### src/amp_pkg.sv
// constants and types for the muxed memory port
// ==========================================================
// Summary of operation
// RL1: strobe low for five-bit duration field periods
// RL2: peripheral tick is every second core clock
// RL3: optional hold period keeps address and data
// RL4: flash mode shortens write, widens write gap
// RL5: software keeps duration at least nine; the bench uses two to six outside flash mode
// RL6: latch strobe two ticks, address around it
// RL7: read strobe two ticks after latch ends
// RL8: write strobe two ticks after latch ends
// RL9: reads release bus after latch phase, except the upper byte in byte mode
// RL10: read data captured at strobe rise
// RL11: read gap at least hold plus one
// RL12: latch waits recovery plus hold after read
// RL13: address drive waits one more tick
// RL14: latch waits recovery plus hold after write
// RL15: byte mode drives upper address byte
// RL16: write data set up before strobe rises
// RL17: byte mode reads four per latch, stepping
// RL18: byte mode writes four per latch
// RL19: word mode one strobe unless step zero
// RL20: latch strobe active high after reset
// RL21: strobes idle high, never both low
package amp_pkg;
    // ==========================================================
    // timing in peripheral ticks, after the core clock period in ns and its divider
    localparam int CLK_PERIOD_NS = 40;
    localparam int PCLK_DIV = 2;
    localparam int ALE_TICKS = 2;
    localparam int ADDR_HOLD_TICKS = 1;
    localparam int SETUP_TICKS = 1;
    localparam int HOLD_TICKS = 1;
    localparam logic [5:0] FLASH_TICKS = 6'h07;
    localparam int FLASH_MIN_DUR = 9;
    localparam logic [2:0] GROUP_LEN = 3'h4;
    // ==========================================================
    // field layout of the port control word
    localparam int DUR_LSB = 1;
    localparam int DUR_MSB = 5;
    localparam logic ALE_POL_RESET = 1'b0;
    localparam int FIFO_DEPTH = 32;
    // ==========================================================
    // sequencer states, gray coded along the path
    typedef enum logic [2:0] {
        ST_IDLE  = 3'h0,
        ST_ALE   = 3'h1,
        ST_AHOLD = 3'h3,
        ST_SETUP = 3'h2,
        ST_STRB  = 3'h6,
        ST_HOLD  = 3'h7,
        ST_GAP   = 3'h5,
        ST_TAIL  = 3'h4
    } amp_state_e;
endpackage

### src/amp_fifo_if.sv
// carrier between the port and its write fifo
`timescale 1ns/1ps
interface amp_fifo_if #(parameter int WIDTH = 16);
    logic push_valid;
    logic push_ready;
    logic [WIDTH-1:0] push_data;
    logic pop_valid;
    logic pop_ready;
    logic [WIDTH-1:0] pop_data;
    modport store (input push_valid, push_data, pop_ready,
                   output push_ready, pop_valid, pop_data);
    modport user (output push_valid, push_data, pop_ready,
                  input push_ready, pop_valid, pop_data);
endinterface

### src/amp_port.sv
// sequencer for the multiplexed asynchronous memory port
`timescale 1ns/1ps
module amp_port #(
    parameter int FIFO_DEPTH = amp_pkg::FIFO_DEPTH
) (
    // clock and reset
    input wire logic clock_i,
    input wire logic reset_i,
    // transfer requests
    input wire logic req_valid_i,
    output logic req_ready_o,
    input wire logic req_write_i,
    input wire logic [15:0] req_addr_i,
    // write data stream
    input wire logic wdata_valid_i,
    output logic wdata_ready_o,
    input wire logic [15:0] wdata_i,
    // read data
    output logic rdata_valid_o,
    output logic [15:0] rdata_o,
    // configuration
    input wire logic [15:0] port_control_register_i,
    input wire logic wide_mode_i,
    input wire logic hold_enable_i,
    input wire logic flash_mode_i,
    input wire logic ale_active_low_i,
    input wire logic [7:0] external_index_step_i,
    output logic busy_o,
    // external bus
    input wire logic [15:0] muxed_bus_lines_i,
    output logic [15:0] muxed_bus_lines_o,
    output logic [15:0] muxed_bus_lines_oe_o,
    output logic ale_o,
    output logic rd_n_o,
    output logic wr_n_o
);
    amp_pkg::amp_state_e state_q;
    logic div_q;
    logic pclk_en;
    logic [15:0] sync1_q;
    logic [15:0] sync2_q;
    logic wr_q;
    logic wide_q;
    logic hold_q;
    logic flash_q;
    logic ale_pol_q;
    logic [4:0] dur_q;
    logic [15:0] addr_q;
    logic [15:0] wdat_q;
    logic have_q;
    logic [5:0] cnt_q;
    logic [2:0] left_q;
    logic [15:0] rdata_q;
    logic rvalid_q;
    logic start;
    logic tick_end;
    logic strobe_done;
    logic [5:0] dur_eff;
    logic [5:0] f_ticks;
    logic [5:0] strobe_len;
    logic [2:0] group_n;
    amp_pkg::amp_state_e post_state;
    logic [5:0] post_cnt;

    amp_fifo_if #(.WIDTH(16)) wfifo ();

    amp_fifo #(.WIDTH(16), .DEPTH(FIFO_DEPTH)) u_fifo (
        .clock_i(clock_i),
        .reset_i(reset_i),
        .fifo(wfifo.store)
    );

    assign wfifo.push_valid = wdata_valid_i;
    assign wfifo.push_data = wdata_i;
    assign wdata_ready_o = wfifo.push_ready;
    assign wfifo.pop_ready = (state_q == amp_pkg::ST_SETUP) && wr_q && !have_q;

    // ==========================================================
    // peripheral tick divider
    always_ff @(posedge clock_i) begin
        if (reset_i) begin
            div_q <= 1'b0;
        end else begin
            div_q <= !div_q; // RL2
        end
    end
    assign pclk_en = div_q;

    // ==========================================================
    // bus input synchroniser
    always_ff @(posedge clock_i) begin
        if (reset_i) begin
            sync1_q <= '0;
            sync2_q <= '0;
        end else begin
            sync1_q <= muxed_bus_lines_i;
            sync2_q <= sync1_q;
        end
    end

    // ==========================================================
    // derived lengths
    assign dur_eff = (dur_q == 5'h00) ? 6'h01 : {1'b0, dur_q}; // RL1
    assign f_ticks = flash_q ? amp_pkg::FLASH_TICKS : 6'h00;
    always_comb begin
        strobe_len = dur_eff;
        if (wr_q && flash_q) begin
            // a too-short duration still gives one tick
            strobe_len = (dur_eff > f_ticks) ? (dur_eff - f_ticks) : 6'h01; // RL4
        end
    end
    always_comb begin
        group_n = amp_pkg::GROUP_LEN; // RL17 RL18
        if (wide_mode_i && (external_index_step_i != 8'h00)) begin
            group_n = 3'h1; // RL19
        end
    end

    assign start = (state_q == amp_pkg::ST_IDLE) && pclk_en && req_valid_i;
    assign req_ready_o = (state_q == amp_pkg::ST_IDLE) && pclk_en;
    assign tick_end = pclk_en && (cnt_q == 6'h01);
    assign strobe_done = tick_end && (((state_q == amp_pkg::ST_STRB) && !hold_q)
                         || (state_q == amp_pkg::ST_HOLD));

    // after a strobe and its hold
    always_comb begin
        if (left_q == 3'h1) begin
            post_state = amp_pkg::ST_TAIL;
            post_cnt = f_ticks + 6'h01; // RL12 RL13 RL14
        end else begin
            post_state = amp_pkg::ST_GAP;
            post_cnt = wr_q ? (f_ticks + 6'h01) : 6'h01; // RL11 RL4
        end
    end

    // ==========================================================
    // transfer settings, caught at the start
    always_ff @(posedge clock_i) begin
        if (reset_i) begin
            wr_q <= 1'b0;
            wide_q <= 1'b0;
            hold_q <= 1'b0;
            flash_q <= 1'b0;
            dur_q <= 5'h00;
        end else if (start) begin
            wr_q <= req_write_i;
            wide_q <= wide_mode_i;
            hold_q <= hold_enable_i;
            flash_q <= flash_mode_i;
            dur_q <= port_control_register_i[amp_pkg::DUR_MSB:amp_pkg::DUR_LSB];
        end
    end

    always_ff @(posedge clock_i) begin
        if (reset_i) begin
            ale_pol_q <= amp_pkg::ALE_POL_RESET; // RL20
        end else if (state_q == amp_pkg::ST_IDLE) begin
            ale_pol_q <= ale_active_low_i; // RL20
        end
    end

    // address; byte mode steps the upper byte
    always_ff @(posedge clock_i) begin
        if (reset_i) begin
            addr_q <= '0;
        end else if (start) begin
            addr_q <= req_addr_i;
        end else if (strobe_done && !wide_q) begin
            addr_q[15:8] <= addr_q[15:8] + 8'h01; // RL17
        end
    end

    always_ff @(posedge clock_i) begin
        if (reset_i) begin
            have_q <= 1'b0;
            wdat_q <= '0;
        end else if (wfifo.pop_ready && wfifo.pop_valid) begin
            have_q <= 1'b1;
            wdat_q <= wfifo.pop_data;
        end else if (strobe_done) begin
            have_q <= 1'b0;
        end
    end

    // ==========================================================
    // sequencer
    always_ff @(posedge clock_i) begin
        if (reset_i) begin
            state_q <= amp_pkg::ST_IDLE;
            cnt_q <= 6'h00;
            left_q <= 3'h0;
        end else if (start) begin
            state_q <= amp_pkg::ST_ALE;
            cnt_q <= 6'(amp_pkg::ALE_TICKS); // RL6
            left_q <= group_n;
        end else if (pclk_en && (state_q != amp_pkg::ST_IDLE)) begin
            if (cnt_q != 6'h01) begin
                cnt_q <= cnt_q - 6'h01;
            end else begin
                unique case (state_q)
                    amp_pkg::ST_IDLE: begin
                        state_q <= amp_pkg::ST_IDLE;
                    end
                    amp_pkg::ST_ALE: begin
                        state_q <= amp_pkg::ST_AHOLD;
                        cnt_q <= 6'(amp_pkg::ADDR_HOLD_TICKS); // RL6
                    end
                    amp_pkg::ST_AHOLD: begin
                        state_q <= amp_pkg::ST_SETUP;
                        cnt_q <= 6'(amp_pkg::SETUP_TICKS); // RL7 RL8
                    end
                    amp_pkg::ST_SETUP: begin
                        // writes wait for a held word
                        if (!wr_q || have_q) begin
                            state_q <= amp_pkg::ST_STRB;
                            cnt_q <= strobe_len; // RL1 RL16
                        end
                    end
                    amp_pkg::ST_STRB: begin
                        if (hold_q) begin
                            state_q <= amp_pkg::ST_HOLD;
                            cnt_q <= 6'(amp_pkg::HOLD_TICKS); // RL3
                        end else begin
                            state_q <= post_state;
                            cnt_q <= post_cnt;
                            left_q <= left_q - 3'h1;
                        end
                    end
                    amp_pkg::ST_HOLD: begin
                        state_q <= post_state;
                        cnt_q <= post_cnt;
                        left_q <= left_q - 3'h1;
                    end
                    amp_pkg::ST_GAP: begin
                        if (wr_q) begin
                            state_q <= amp_pkg::ST_SETUP;
                            cnt_q <= 6'(amp_pkg::SETUP_TICKS); // RL15
                        end else begin
                            state_q <= amp_pkg::ST_STRB;
                            cnt_q <= strobe_len;
                        end
                    end
                    amp_pkg::ST_TAIL: begin
                        state_q <= amp_pkg::ST_IDLE;
                    end
                endcase
            end
        end
    end

    // ==========================================================
    // read capture on the strobe rise
    always_ff @(posedge clock_i) begin
        if (reset_i) begin
            rdata_q <= '0;
            rvalid_q <= 1'b0;
        end else begin
            rvalid_q <= tick_end && (state_q == amp_pkg::ST_STRB) && !wr_q;
            if (tick_end && (state_q == amp_pkg::ST_STRB) && !wr_q) begin
                rdata_q <= wide_q ? sync2_q : {8'h00, sync2_q[7:0]}; // RL10
            end
        end
    end
    assign rdata_o = rdata_q;
    assign rdata_valid_o = rvalid_q;

    // ==========================================================
    // pin drive
    assign rd_n_o = !((state_q == amp_pkg::ST_STRB) && !wr_q); // RL21
    assign wr_n_o = !((state_q == amp_pkg::ST_STRB) && wr_q); // RL21
    assign ale_o = (state_q == amp_pkg::ST_ALE) ^ ale_pol_q; // RL6 RL20
    assign busy_o = (state_q != amp_pkg::ST_IDLE);

    always_comb begin
        muxed_bus_lines_o = 16'h0000;
        muxed_bus_lines_oe_o = 16'h0000;
        unique case (state_q)
            amp_pkg::ST_ALE, amp_pkg::ST_AHOLD: begin
                muxed_bus_lines_o = addr_q; // RL6
                muxed_bus_lines_oe_o = 16'hFFFF;
            end
            amp_pkg::ST_SETUP, amp_pkg::ST_STRB, amp_pkg::ST_HOLD, amp_pkg::ST_GAP: begin // RL9
                if (!wide_q) begin
                    muxed_bus_lines_o[15:8] = addr_q[15:8]; // RL15
                    muxed_bus_lines_oe_o[15:8] = 8'hFF;
                    if (wr_q && have_q) begin
                        muxed_bus_lines_o[7:0] = wdat_q[7:0]; // RL16
                        muxed_bus_lines_oe_o[7:0] = 8'hFF;
                    end
                end else if (wr_q && have_q) begin
                    muxed_bus_lines_o = wdat_q; // RL16 RL3
                    muxed_bus_lines_oe_o = 16'hFFFF;
                end
            end
            amp_pkg::ST_IDLE, amp_pkg::ST_TAIL: begin
            end
        endcase
    end

    // ==========================================================
    // checks
    logic [5:0] low_cnt_q;
    logic [5:0] high_cnt_q;
    logic [5:0] since_ale_q;
    always_ff @(posedge clock_i) begin
        if (reset_i) begin
            low_cnt_q <= 6'h00;
            high_cnt_q <= 6'h3F;
            since_ale_q <= 6'h3F;
        end else begin
            low_cnt_q <= (rd_n_o && wr_n_o) ? 6'h00 : low_cnt_q + 6'h01;
            if (!(rd_n_o && wr_n_o)) begin
                high_cnt_q <= 6'h00;
            end else if (high_cnt_q != 6'h3F) begin
                high_cnt_q <= high_cnt_q + 6'h01;
            end
            if (state_q == amp_pkg::ST_ALE) begin
                since_ale_q <= 6'h00;
            end else if (since_ale_q != 6'h3F) begin
                since_ale_q <= since_ale_q + 6'h01;
            end
        end
    end
endmodule // amp_port

### src/amp_fifo.sv
// write data fifo with registered head word
`timescale 1ns/1ps
module amp_fifo #(
    parameter int WIDTH = 16,
    parameter int DEPTH = amp_pkg::FIFO_DEPTH
) (
    // clock and reset
    input wire logic clock_i,
    input wire logic reset_i,
    // fill and drain
    amp_fifo_if.store fifo
);
    localparam int AW = $clog2(DEPTH);
    logic [WIDTH-1:0] mem_q [DEPTH];
    logic [AW-1:0] wr_ptr_q;
    logic [AW-1:0] rd_ptr_q;
    logic [AW:0] count_q;
    logic [WIDTH-1:0] head_q;
    logic head_valid_q;
    logic push_fire;
    logic load;

    assign fifo.push_ready = (count_q != (AW+1)'(DEPTH));
    assign push_fire = fifo.push_valid && fifo.push_ready;
    assign load = (count_q != '0) && (!head_valid_q || fifo.pop_ready);
    assign fifo.pop_valid = head_valid_q;
    assign fifo.pop_data = head_q;

    always_ff @(posedge clock_i) begin
        if (push_fire) begin
            mem_q[wr_ptr_q] <= fifo.push_data;
        end
    end

    always_ff @(posedge clock_i) begin
        if (reset_i) begin
            wr_ptr_q <= '0;
            rd_ptr_q <= '0;
            count_q <= '0;
        end else begin
            if (push_fire) begin
                wr_ptr_q <= wr_ptr_q + 1'b1;
            end
            if (load) begin
                rd_ptr_q <= rd_ptr_q + 1'b1;
            end
            count_q <= count_q + (AW+1)'(push_fire) - (AW+1)'(load);
        end
    end

    always_ff @(posedge clock_i) begin
        if (reset_i) begin
            head_valid_q <= 1'b0;
            head_q <= '0;
        end else if (load) begin
            head_valid_q <= 1'b1;
            head_q <= mem_q[rd_ptr_q];
        end else if (fifo.pop_ready) begin
            head_valid_q <= 1'b0;
        end
    end
endmodule // amp_fifo

### config.mk
export PLATFORM = sky130hd
export DESIGN_NAME = amp_port
export DESIGN_NICKNAME = d
export VERILOG_FILES = /design/src/amp_pkg.sv /design/src/amp_fifo_if.sv /design/src/amp_port.sv /design/src/amp_fifo.sv
export SDC_FILE = /design/constraint.sdc
export NUM_CORES = 1
export LEC_CHECK = 0
export BUFFER_PORTS_ARGS = -buffer_cell sky130_fd_sc_hd__buf_4
export CORE_UTILIZATION = 25
export CTS_CLUSTER_DIAMETER = 200
export DETAILED_ROUTE_END_ITERATION = 10
export PLACE_DENSITY = 0.38
export SYNTH_ARGS = -nofsm -noshare
export SYNTH_HDL_FRONTEND = slang
export SYNTH_HIERARCHICAL = 1
export SYNTH_SLANG_ARGS = --single-unit
### constraint.sdc
create_clock -name clock_i -period 2.78 [get_ports clock_i]
set_input_delay 0.695 -clock clock_i [delete_from_list [all_inputs] [get_ports clock_i]]
set_output_delay 0.695 -clock clock_i [all_outputs]
set_load 0.05 [all_outputs]
# After elaboration in Yosys (flattened, before gate mapping)
# Memory sizes are Yosys's and may differ from the RTL's. A register that Yosys moved wholly into a read port is not among the register bits.
# Index checks and enable logic that the tools add are counted.
classes:
  eq_ne: 17
  mux: 44
  order_cmp: 1
  n_bitwise: 2
  reduce_logical: 51
  add_sub_neg: 9
ops:
  columns: ["op", "n"]
  rows:
  - ["$mux W16", 5]
  - ["$pmux W16 S2", 2]
  - ["$mux W6", 6]
  - ["$mux W8", 4]
  - ["$pmux W6 S5", 1]
  - ["$mux W3", 9]
  - ["$pmux W3 S7", 1]
  - ["$logic_and A1 B1 Y1", 19]
  - ["$eq A3 B3 Y1 const B", 4]
  - ["$reduce_and A3 Y1", 4]
  - ["$reduce_bool A6 Y1", 2]
  - ["$add A5 B1 Y5 const B", 2]
  - ["$mux W1", 10]
  - ["$add A8 B1 Y8 const B", 1]
  - ["$logic_not A1 Y1", 8]
  - ["$mux W4", 2]
  - ["$reduce_bool A2 Y1", 4]
  - ["$reduce_bool A8 Y1", 1]
  - ["$reduce_bool A7 Y1", 1]
  - ["$add A6 B1 Y6", 1]
  - ["$eq A3 B1 Y1 const B", 2]
  - ["$eq A3 B2 Y1 const B", 2]
  - ["$eq A6 B1 Y1 const B", 1]
  - ["$ne A6 B1 Y1 const B", 1]
  - ["other kinds (25)", 31]
word_totals:
  output_inout_bits: 55
  memories: 1
  wordCells: 149
  in_bits: 81
  regBits: 122
  ram_bits: 512
memory_table:
  columns: ["memory", "depth", "word_bits", "read_ports", "rd_ports_with_merged_regs", "write_ports", "line", "rtl"]
  rows:
  - ["u_fifo.mem_q", 32, 16, 1, 1, 1, "amp_fifo.sv:14", "logic [WIDTH-1:0] mem_q [DEPTH];"]

# Logic depth before layout (Yosys ltp)
# Gate-level depths: netlist of the first run.
logic_depth:
  word_depth: 10
  mapped_depth: 16
  mapped_depth_nobuf: 15

# Modules after synthesis
# Netlist of the first run, hierarchy kept.
by_module_without_submodules:
  columns: ["module", "n_inst", "cells_per_inst", "area_each_um2", "seq_area_each_um2"]
  rows:
  - ["amp_fifo", 1, 1025, 21022.7, 16035.4]
  - ["amp_port", 1, 544, 4605.7, 2102.0]

# Worst setup path after synthesis of the first run
# Ideal clock, no wire load.
synth_timing:
  path_kind: "register to output"
  startpoint: "register wr_q"
  endpoint: "output port muxed_bus_lines_oe_o[10]"
  t_arrival_ns: 2.449
  path_stages_with_launch: 7
  path_slack_ns: -0.364
  path_buffers: 2
  required_ns: 2.085
  cell_sequence: "dfxtp_1 -> clkbuf_1 -> nand2_1 -> a21oi_1 -> or2_2 -> o21bai_1 -> buf_4"
synth_via:
  elab_chain_len: 4
synth_lines:
  columns: ["element", "line", "rtl"]
  rows:
  - ["start: declaration", "amp_port.sv:42", "logic wr_q;"]
  - ["start signal: assignment", "amp_port.sv:146", "wr_q <= req_write_i;"]
  - ["$logic_and A1 B1 Y1", "amp_port.sv:290", "end else if (wr_q && have_q) begin"]
  - ["$mux W16", "amp_port.sv:290", null]
  - ["$mux W16", "amp_port.sv:283", "if (!wide_q) begin"]
  - ["$pmux W16 S2", "amp_port.sv:277", "unique case (state_q)"]
  - ["end: declaration", "amp_port.sv:32", "output logic [15:0] muxed_bus_lines_oe_o,"]
# No other way between the ends.

# Worst setup path in the final report of the first run
layout_timing:
  startpoint: "register state_q[0]"
  endpoint: "output port muxed_bus_lines_o[10]"
layout_via:
  elab_chain_len: 3
  elab_cells_between_ends: 9
  classes_between: "eq/ne (6); mux (1); reduce/logical (2)"
layout_lines:
  columns: ["element", "line", "rtl"]
  rows:
  - ["start: declaration", "amp_port.sv:37", "amp_pkg::amp_state_e state_q;"]
  - ["start signal: assignment", "amp_port.sv:189", "state_q <= amp_pkg::ST_IDLE;"]
  - ["start signal: assignment", "amp_port.sv:193", "state_q <= amp_pkg::ST_ALE;"]
  - ["start signal: assignment", "amp_port.sv:202", "state_q <= amp_pkg::ST_IDLE;"]
  - ["$eq A3 B2 Y1 (tied with other cells)", "amp_port.sv:277", null]
  - ["$reduce_or A4 Y1 or $reduce_or A2 Y1 (tied branches)", null, null]
  - ["$pmux W16 S2 (*)", "amp_port.sv:277", null]
  - ["end: declaration", "amp_port.sv:31", "output logic [15:0] muxed_bus_lines_o,"]
# Every way passes the cells marked *; elsewhere a longest branch is shown, timed or not.

==> run_results.csv, run 1 <==
group,metric,value,unit
setup_path,rr_worst_depth,6,
die,core_area,0.102,mm^2
setup_path,startpoint,"state_q[0]",
setup_path,critPathCaptureType,"output pin",
power,powerDensity,835,mW/mm^2
global_route,grt_pass1_wl,103000,um
clock_network,clkSinkCount,650,
worst_hold_path,hp-start,"muxed_bus_lines_i[4]",
layout,final_common_cell,"edfxtp_1",
synthesis,synth.avg_cell_area,16.3,um^2
drt,drc,0,
drt,drt_iter0_drc,908,
setup_path,r2r-start,"u_fifo/rd_ptr_q[0]",
sta,rsz0062_at_grt,"false",
synthesis,netlist_area,0.0256,mm^2
outcome,status,"complete, no violations",
global_route,grt_pass1_vias,15000,
global_route,grt_max_degree,41,
global_route,overflow,0,
layout,area_growth,22.8,%
drt,viasPerCell,4.50,
clock_network,cts_buffers,77,
die,dieHeight,322,um
synthesis,ys_ff_latch,650,
place,numPortBuffers,124,
worst_hold_path,min_path_cells,2,
setup_path,r2r_end,"u_fifo/fifo.pop_data[0]",
worst_hold_path,hold_end,"sync1_q[4]",
global_route,antenna_found_initial,1,
synthesis,syn_nets,1674,
synthesis,synth_cells,1569,
setup_path,r2r_slack,0.17,ns
setup_path,critPathArrivalTime,2.01,ns
synthesis,ys_async_sr_fraction,0,
setup_path,cp-start-kind,"register",
synthesis,ys_types,72,
layout,n_antenna_cell,0,
place,dpl.hpwl,44900,um
sta,setup_ws,0.0797,ns
place,dp_cells,3075,
layout,n_fill_cell,10000,
drt,first_pass_iters,4,
die,chipWidth,322,um
die,die_area,0.104,mm^2
power,vdd_drop_max,0.000352,V
sta,holdWs,0.271,ns
layout,multi_input_area,0.00694,mm^2
clock_network,cts_tree,"done",
synthesis,synth-edff-count,512,
drt,routed_wl,71100,um
sta,fin_crit,2.70,ns
clock_network,htree_num_levels,3,
die,rows,117,
synthesis,yosys_most_used_dff,"edfxtp_1",
layout,final_nets,1899,
place,dp_slack,-0.000603,ns
flow_run,max_cap_violations,0,
setup_path,path_max_fanout,8,
sta,relSlewSlack,0.345,
drt,drtAntennaViolNets,0,
drt,via_count,14500,
die,start_util,0.252,
setup_path,critPathKind,"register to output pin",
clock_network,root_buffer,"clkbuf_16",
sta,fin_skew,0.0184,ns
synthesis,ys_warn_count,6,
layout,final_cell_mix,"512 x edfxtp_1, 222 x buf_4, 130 x dfxtp_1",
setup_path,critical_path_required,2.09,ns
clock_network,cts_buffer_depth,3,
layout,layout-drive-gt1-share,0.284,
sta,setup_violations,0,
sta,fmax,0.370,GHz
synthesis,ys_seq_area_frac,0.708,
place,gp_congestion,0.762,
drt,wire_per_inst,22.1,um
clock_network,clkLatencyLatePin,0.64,ns
layout,fin_cells,3222,
sta,finalHoldViolations,0,
sta,finalCritPeriodShare,0.971,
sta,finalMaxSlewViolations,0,
sta,worst_slew_pin_slew,0.979,ns
clock_network,path_clk_slew,0.06,ns
global_route,grt_usage,0.137,
die,num_io_pins,136,
layout,regArea,0.0182,mm^2
power,p_leak,10.4,nW
worst_hold_path,hold_path_class,"input pin to register",
layout make-up:
type / instances / share of cell area
sequential: 650 / 0.577
multi-input combinational: 786 / 0.220
timing repair buffer: 253 / 0.0674
clock buffer: 99 / 0.0658
tap: 1368 / 0.0544
clock inverter: 40 / 0.0120
inverter: 26 / 0.00310
flip-flops by register name, indices dropped and copies added (netlist names), 6 cells and up:
register and flops:
u_fifo/count_q 6, wdat_q 16, rdata_o 16, addr_q 16
u_fifo/fifo.pop_data 16, cnt_q 6, u_fifo/mem_q 512, sync1_q 16
sync2_q 16
synth_stat cells, drive strengths merged (2+ instances only):
cell type  instances  area (um^2)
fa                 2         40.0
and2               3         18.8
clkbuf            60          249
xor2              12          105
o221ai            17          149
nand2            113          427
nand3b             6         45.0
a2111oi           16          234
nand3             17         85.1
nor4bb             2         20.0
mux2i             73          731
a22o              46          403
xnor2             12          105
nor2b             43          269
o211ai             2         15.0
inv               26         97.6
a21oi            103          515
o21ai             13         65.1
mux4              96         2160
nor3               6         35.0
o21bai             3         22.5
or3                4         26.3
nand2b             3         18.8
a211oi             8         65.1
o31ai              2         15.0
nor3b              2         15.0
nor4               5         61.3
a21o               3         22.5
a22oi             16          120
or2                3         18.8
and3               4         25.0
dfxtp            138         2760
a31oi              2         12.5
edfxtp           512        15400
buf               46          354
nand4              9         56.3
o22ai             16          100
nor2              84          318
a21boi             3         22.5
ha                22          275
per-layer routing:
layer,vias up,global-route usage,routed length (um)
met1,7521,0.188,33200
met2,322,0.221,33600
li1,6552,-,-
met3,102,0.0245,2710
met4,0,0.0386,1650
met5,-,0,0
cells by family after synthesis:
kind of cell	share of synthesized area
AOI/OAI and AO/OA	0.0716
adders and majority gates	0.0123
DFF	0.708
and+or+nand+nor	0.0591
muxes	0.113
buffers and inverters	0.0277
xor gates and xnor gates	0.00820
worst max-delay path by stage:
stage | endpoint | slack [ns] | cells after the start
2_1_floorplan | muxed_bus_lines_oe_o[10] | -0.02 | 6
3_3_place_gp | u_fifo/fifo.pop_data[13] | 0.006 | 7
3_5_place_dp | u_fifo/fifo.pop_data[13] | -0.0006 | 7
4_1_cts | muxed_bus_lines_o[10] | -0.005 | 6
5_1_grt | muxed_bus_lines_o[10] | 0.002 | 6
6_report | muxed_bus_lines_o[10] | 0.08 | 6
timing repair:
action                     4_1_cts  5_1_grt
setup buffers                    4        4
gates resized for setup         26       20
hold buffers                     0        0
setup endpoints to repair       35       24
pin swaps                        4        5
gates cloned                     0        0
critical path: stages, from the launching register on:
cell,delay [ns]
dfxtp_2,0.32
nand2b_4,0.15
buf_6,0.13
a21oi_4,0.18
and2_4,0.23
a22o_1,0.18
buf_6,0.17
report_power, final:
part           total (mW)  internal (mW)  switching, mW
sequential           11.0           10.8          0.194
combinational        5.44           2.50           2.95
clock                9.85           5.75           4.10
total                26.3           19.0           7.24
metrics by stage:
stage	power, mW	setup TNS, ns	area (um^2)	utilization
2_1_floorplan	14.5	-0.118	25600	-
3_5_place_dp	16.7	-0.000603	28800	0.283
4_1_cts	26.7	-0.00478	31400	0.308
3_3_place_gp	16.7	0	28800	0.283
5_1_grt	27.4	0	31500	0.309
6_report	26.3	0	31500	0.309
No activity file was read; power rests on OpenSTA's default activity.
==> run 2, diff against run 1 <==
--- a/config.mk
+++ b/config.mk
@@ -5,6 +5,7 @@
 export SDC_FILE = /design/constraint.sdc
 export NUM_CORES = 1
 export LEC_CHECK = 0
+export ABC_AREA = 1
 export BUFFER_PORTS_ARGS = -buffer_cell sky130_fd_sc_hd__buf_4
 export CORE_UTILIZATION = 25
 export CTS_CLUSTER_DIAMETER = 200
==> run 2 against run 1 <==
  * Flip-flop and latch count unchanged
  * Non-clock buffer count decreased by 49
  * Synthesized cell count increased by 79%
  * Critical endpoint is now muxed_bus_lines_o[15]
==> run_results.csv, run 2 <==
group,metric,value,unit
sta,worst_slew_pin_slew,0.827,ns
synthesis,yosysMostFrequentCell,"nand2_1",
die,num_io_pins,136,
worst_hold_path,hold_path_class,"input pin to register",
setup_path,critPathArrivalTime,1.97,ns
synthesis,ys_seq_area_frac,0.658,
global_route,grt_pass1_wl,124000,um
drt,first_pass_iters,6,
synthesis,synth_common_cells,"803 x nand2_1, 512 x edfxtp_1, 346 x nand3_1, 335 x inv_1, 228 x nor2_1",
synthesis,ys_async_sr_fraction,0,
setup_path,critPathCaptureType,"output pin",
sta,fin_skew,0.0260,ns
flow_run,max_cap_violations,0,
synthesis,synth.avg_cell_area,9.80,um^2
die,chipWidth,334,um
sta,finalHoldViolations,0,
layout,final_common_cell,"nand2_1",
drt,drc,0,
drt,via_count,19500,
drt,routed_wl,82100,um
sta,rsz0062_at_grt,"true",
place,numPortBuffers,124,
outcome,status,"complete, no violations",
setup_path,critical_path_required,2.09,ns
layout,final_nets,3051,
drt,drt_iter0_drc,1321,
drt,viasPerCell,4.40,
global_route,antenna_found_initial,2,
sta,setup_violations,0,
drt,wire_per_inst,18.5,um
setup_path,crit_family,"buffers and inverters",
sta,holdWs,0.268,ns
synthesis,synth_top_cell_by_area,"edfxtp_1",
setup_path,crit_buf_inv,3,
synthesis,synth_top_cell_area_share,0.558,
place,dp_cells,4283,
place,post_dp_cell_area,0.0305,mm^2
layout,area_growth,20.1,%
layout,regMostFlops,"u_fifo/mem_q",
setup_path,cp_cell_sequence,"buf_4, nand2_1, inv_1, nand2_2, o32ai_2, buf_6",
layout,fin_cells,4427,
global_route,grt_pass1_vias,19500,
setup_path,critPathKind,"register to output pin",
layout,layout-drive-gt1-share,0.116,
synthesis,yosys_most_used_dff,"edfxtp_1",
setup_path,cp-start-kind,"register",
setup_path,path_max_fanout,6,
clock_network,clkLatencyLatePin,0.64,ns
setup_path,critical-path-slowest-cell,"dfxtp_1",
place,dpl.hpwl,49100,um
layout,finish.instance_area,0.0331,mm^2
sta,finalMaxSlewViolations,0,
synthesis,syn_nets,2918,
layout,largest_reg_flops,512,
layout,n_fill_cell,11400,
synthesis,ys_ff_latch,650,
global_route,grt_usage,0.147,
clock_network,cts_tree,"done",
clock_network,cts_buffer_depth,3,
synthesis,synth_cells,2813,
synthesis,ys_types,38,
power,power,27.9,mW
die,die_area,0.112,mm^2
layout,final_cell_mix,"795 x nand2_1, 512 x edfxtp_1, 346 x nand3_1",
die,start_util,0.253,
place,dp_slack,0.252,ns
die,dieHeight,334,um
power,p_leak,13.1,nW
clock_network,cts_buffers,75,
setup_path,max_stage_delay,0.32,ns
die,core_area,0.109,mm^2
clock_network,path_clk_slew,0.06,ns
sta,fin_crit,2.66,ns
clock_network,cts-hold-fix-buffers,0,
place,gp_congestion,0.807,
die,rows,121,
clock_network,clkSinkCount,650,
synthesis,synth-edff-count,512,
synthesis,ys_warn_count,6,
power,powerDensity,843,mW/mm^2
clock_network,htree_num_levels,3,
global_route,grt_max_degree,108,
clock_network,root_buffer,"clkbuf_16",
sta,finalCritPeriodShare,0.958,
drt,drtAntennaViolNets,0,
sta,fmax,0.375,GHz
sta,setup_ws,0.116,ns
synthesis,netlist_top_cells_area,"edfxtp_1 56%, nand2_1 11%, dfxtp_1 10%, nand3_1 6.3%, inv_1 4.6%",
power,vdd_drop_max,0.000519,V
sta,relSlewSlack,0.449,
synthesis,netlist_area,0.0276,mm^2
global_route,overflow,0,
[run 2: worst min-delay path: cells and delay by family]
kind / cells / cell delay, ns
buffers and inverters: 2 / 0.11
AND/OR/NAND/NOR: 1 / 0.06
[run 2: per-stage QoR]
stage / utilization / TNS (ns)
2_1_floorplan: - / -0.194
5_1_grt: 0.304 / -0.0602
4_1_cts: 0.303 / -0.0738
3_5_place_dp: 0.279 / 0
6_report: 0.304 / 0
3_3_place_gp: 0.279 / 0
[run 2: cells by family (layout without fill, tap and decap cells)]
| kind of cell | count (synthesis) | after routing | share of synthesized area |
|---|---|---|---|
| xor+xnor | 7 | 7 | 0.00222 |
| other cells | 0 | 5 | 0 |
| compound gates | 238 | 238 | 0.0449 |
| flops | 650 | 650 | 0.658 |
| buf+inv | 490 | 685 | 0.0731 |
| fa+ha+maj | 24 | 24 | 0.0114 |
| simple gates | 1404 | 1404 | 0.210 |
[run 2: area by class of cell]
cell class / instances / area [um^2] / area share
Clock buffer: 93 / 1950 / 0.0590
Tap cell: 1414 / 1770 / 0.0535
Timing Repair Buffer: 204 / 1880 / 0.0567
Antenna cell: 5 / 12.5 / 0.000378
Multi-Input combinational cell: 1673 / 7500 / 0.227
Inverter: 342 / 1290 / 0.0391
Sequential cell: 650 / 18100 / 0.548
Clock inverter: 46 / 549 / 0.0166
[run 2: routing by layer]
metal	GRT usage	vias up	part of all wire
met5	0	-	0
met4	0.0391	0	0.020
met3	0.0204	97	0.040
met2	0.242	379	0.47
met1	0.203	9475	0.47
li1	-	9509	-
[run 2: worst paths after layout]
path,slack [ns],depth (start not counted),from,to
hold / removal,0.27,3,muxed_bus_lines_i[0],sync1_q[0]
setup reg to reg,0.23,18,state_q[2],u_fifo/count_q[4]
setup / recovery,0.12,6,wr_q,muxed_bus_lines_o[15]
hold reg to reg,0.40,2,sync1_q[8],sync2_q[8]
[run 2: timing repair]
action	4_1_cts	5_1_grt
endpoints found under the hold margin	0	0
gates cloned	0	0
gates resized for setup	6	28
buffers inserted	0	0
setup endpoints to repair	13	32
[run 2: report_power, final]
part,switching [mW],total [mW],internal [mW]
clock,4.12,10.1,5.97
sequential,0.197,11.0,10.8
combinational,4.83,6.81,1.98
==> run 3, diff against run 2 <==
--- a/config.mk
+++ b/config.mk
@@ -11,6 +11,7 @@
 export CTS_CLUSTER_DIAMETER = 200
 export DETAILED_ROUTE_END_ITERATION = 10
 export PLACE_DENSITY = 0.38
+export RECOVER_POWER = 100
 export SYNTH_ARGS = -nofsm -noshare
 export SYNTH_HDL_FRONTEND = slang
 export SYNTH_HIERARCHICAL = 1
==> run 3 against run 2 <==
  * The run now ends with max-capacitance violations, max-slew violations left
  * Critical path depth did not move
  * Setup slack improved by 0.010 ns
  * Clock power about the same
  * Sequential share of layout area rose by 0.52 points
  * Maximum frequency grew 0.39%
  * Worst hold slack barely moved
  * Power is essentially flat
  * First-iteration DRC count up 6.7%
  * Wire length up 0.26%
  * Via count increased by 0.58%
  * Die area is the same
==> run_results.csv, run 3 (synthesis results as in run 2) <==
group,metric,value,unit
outcome,status,"finished, violations left",
outcome,violations,"max-capacitance violations, max-slew violations",
die,num_io_pins,136,
setup_path,r2r_end,"u_fifo/mem_q[3][8]",
setup_path,cp-start-kind,"register",
clock_network,postCtsSetupBuffers,0,
layout,multi_input_area,0.00746,mm^2
place,numPortBuffers,124,
power,powerDensity,851,mW/mm^2
setup_path,crit_buf_inv,3,
drt,routed_wl,82300,um
flow_run,max_cap_violations,17,
sta,finalCritPeriodShare,0.955,
place,dp_cells,4283,
worst_hold_path,min_path_cells,3,
drt,viasPerCell,4.42,
layout,final_nets,3051,
setup_path,path_max_fanout,6,
clock_network,clkLatencyLatePin,0.64,ns
clock_network,cts_buffers,75,
drt,via_count,19600,
global_route,grt_max_degree,108,
place,post_dp_cell_area,0.0305,mm^2
worst_hold_path,hold_end,"sync1_q[0]",
sta,fin_skew,0.0254,ns
die,dieHeight,334,um
sta,fmax,0.377,GHz
clock_network,clkSinkCount,650,
global_route,overflow,0,
drt,first_pass_iters,7,
setup_path,rr_worst_depth,9,
sta,holdWs,0.268,ns
clock_network,root_buffer,"clkbuf_16",
clock_network,path_clk_slew,0.06,ns
sta,setup_ws,0.126,ns
sta,relSlewSlack,-0.441,
clock_network,cts-hold-fix-buffers,0,
setup_path,critPathKind,"register to output pin",
layout,regMostFlops,"u_fifo/mem_q",
place,dpl.hpwl,49100,um
layout,n_fill_cell,11400,
layout,fin_util,0.301,
setup_path,critPathArrivalTime,1.96,ns
drt,drc,0,
layout,fin_cells,4425,
sta,finalMaxSlewViolations,597,
layout,layout-drive-gt1-share,0.0997,
drt,wire_per_inst,18.6,um
die,rows,121,
layout,area_growth,19.0,%
setup_path,max_stage_delay,0.32,ns
setup_path,cp_cell_sequence,"buf_4, nand2_1, inv_1, nand2_2, o32ai_2, buf_6",
worst_hold_path,hold_path_class,"input pin to register",
die,start_util,0.253,
worst_hold_path,hp-start,"muxed_bus_lines_i[0]",
setup_path,r2r-start,"u_fifo/count_q[4]",
global_route,grt_usage,0.147,
layout,regArea,0.0181,mm^2
setup_path,r2r_slack,0.14,ns
power,p_leak,12.9,nW
die,core_area,0.109,mm^2
global_route,grt_pass1_wl,124000,um
sta,finalHoldViolations,0,
sta,worst_slew_pin_slew,2.16,ns
die,chipWidth,334,um
drt,drtAntennaViolNets,0,
setup_path,critPathCaptureType,"output pin",
setup_path,critical_path_required,2.09,ns
layout,finish.instance_area,0.0328,mm^2
sta,setup_violations,0,
global_route,antenna_found_initial,4,
place,dp_slack,0.252,ns
clock_network,cts_buffer_depth,3,
drt,drt_iter0_drc,1410,
setup_path,critical-path-slowest-cell,"dfxtp_1",
global_route,grt_pass1_vias,19500,
setup_path,crit_family,"buffers and inverters",
die,die_area,0.112,mm^2
sta,rsz0062_at_grt,"true",
layout,largest_reg_flops,512,
layout,final_cell_mix,"800 x nand2_1, 512 x edfxtp_1, 346 x nand3_1",
layout,final_common_cell,"nand2_1",
sta,fin_crit,2.65,ns
clock_network,cts_tree,"done",
power,vdd_drop_max,0.000518,V
place,gp_congestion,0.807,
clock_network,htree_num_levels,3,
## run 3: cell count changes in the layout (fill, tap and decap cells not counted), sizes merged
| cell | previous run | this run |
|---|---|---|
| clkinvlp | 3 | 4 |
| buf | 204 | 123 |
| diode | 5 | 3 |
| clkbuf | 93 | 174 |
| clkinv | 35 | 34 |
## run 3: worst min-delay path, stage by stage
cell,delay (ns)
buf_4,0.08
inv_1,0.03
nor2_1,0.06
## run 3: worst max path at each step
stage,startpoint,endpoint,slack [ns],depth (start not counted)
5_1_grt,wr_q,muxed_bus_lines_o[15],-0.04,6
6_report,wr_q,muxed_bus_lines_o[15],0.13,6
3_5_place_dp,state_q[2],u_fifo/count_q[4],0.25,18
3_3_place_gp,state_q[2],u_fifo/count_q[4],0.19,18
2_1_floorplan,u_fifo/count_q[4],u_fifo/count_q[4],-0.01,13
4_1_cts,state_q[0],muxed_bus_lines_oe_o[4],-0.008,7
## run 3: layout make-up
type,count,area share
clock inverter,46,0.0168
antenna,3,0.000229
inverter,342,0.0394
tap,1414,0.0540
timing repair buffer,204,0.0492
multi-input combinational,1673,0.227
sequential,650,0.553
clock buffer,93,0.0596
## run 3: report_power, final
part	switching, mW	internal [mW]	leakage [nW]
clock network	4.12	5.97	1.21
registers	0.196	10.8	5.74
logic	4.84	1.95	5.91
## run 3: what timing repair did
| action | in CTS | in global routing |
|---|---|---|
| resized for setup | 6 | 28 |
| hold endpoints to repair | 0 | 0 |
| setup endpoints to repair | 13 | 32 |
## run 3: layer usage
metal  GRT usage  vias to the layer above  wire, um
met5           0                        -        11
met4      0.0391                        2      1610
met3      0.0204                       96      3240
met2       0.242                      411     38300
met1       0.203                     9552     39200
li1            -                     9511         -
## run 3: per-stage QoR
| step | power [mW] | setup TNS (ns) |
|---|---|---|
| after floorplan | 15.3 | -0.194 |
| after global placement | 18.1 | 0 |
| after detailed placement | 18.1 | 0 |
| after CTS | 28.4 | -0.0738 |
| after global routing | 29.4 | -1.90 |
| final | 27.9 | 0 |
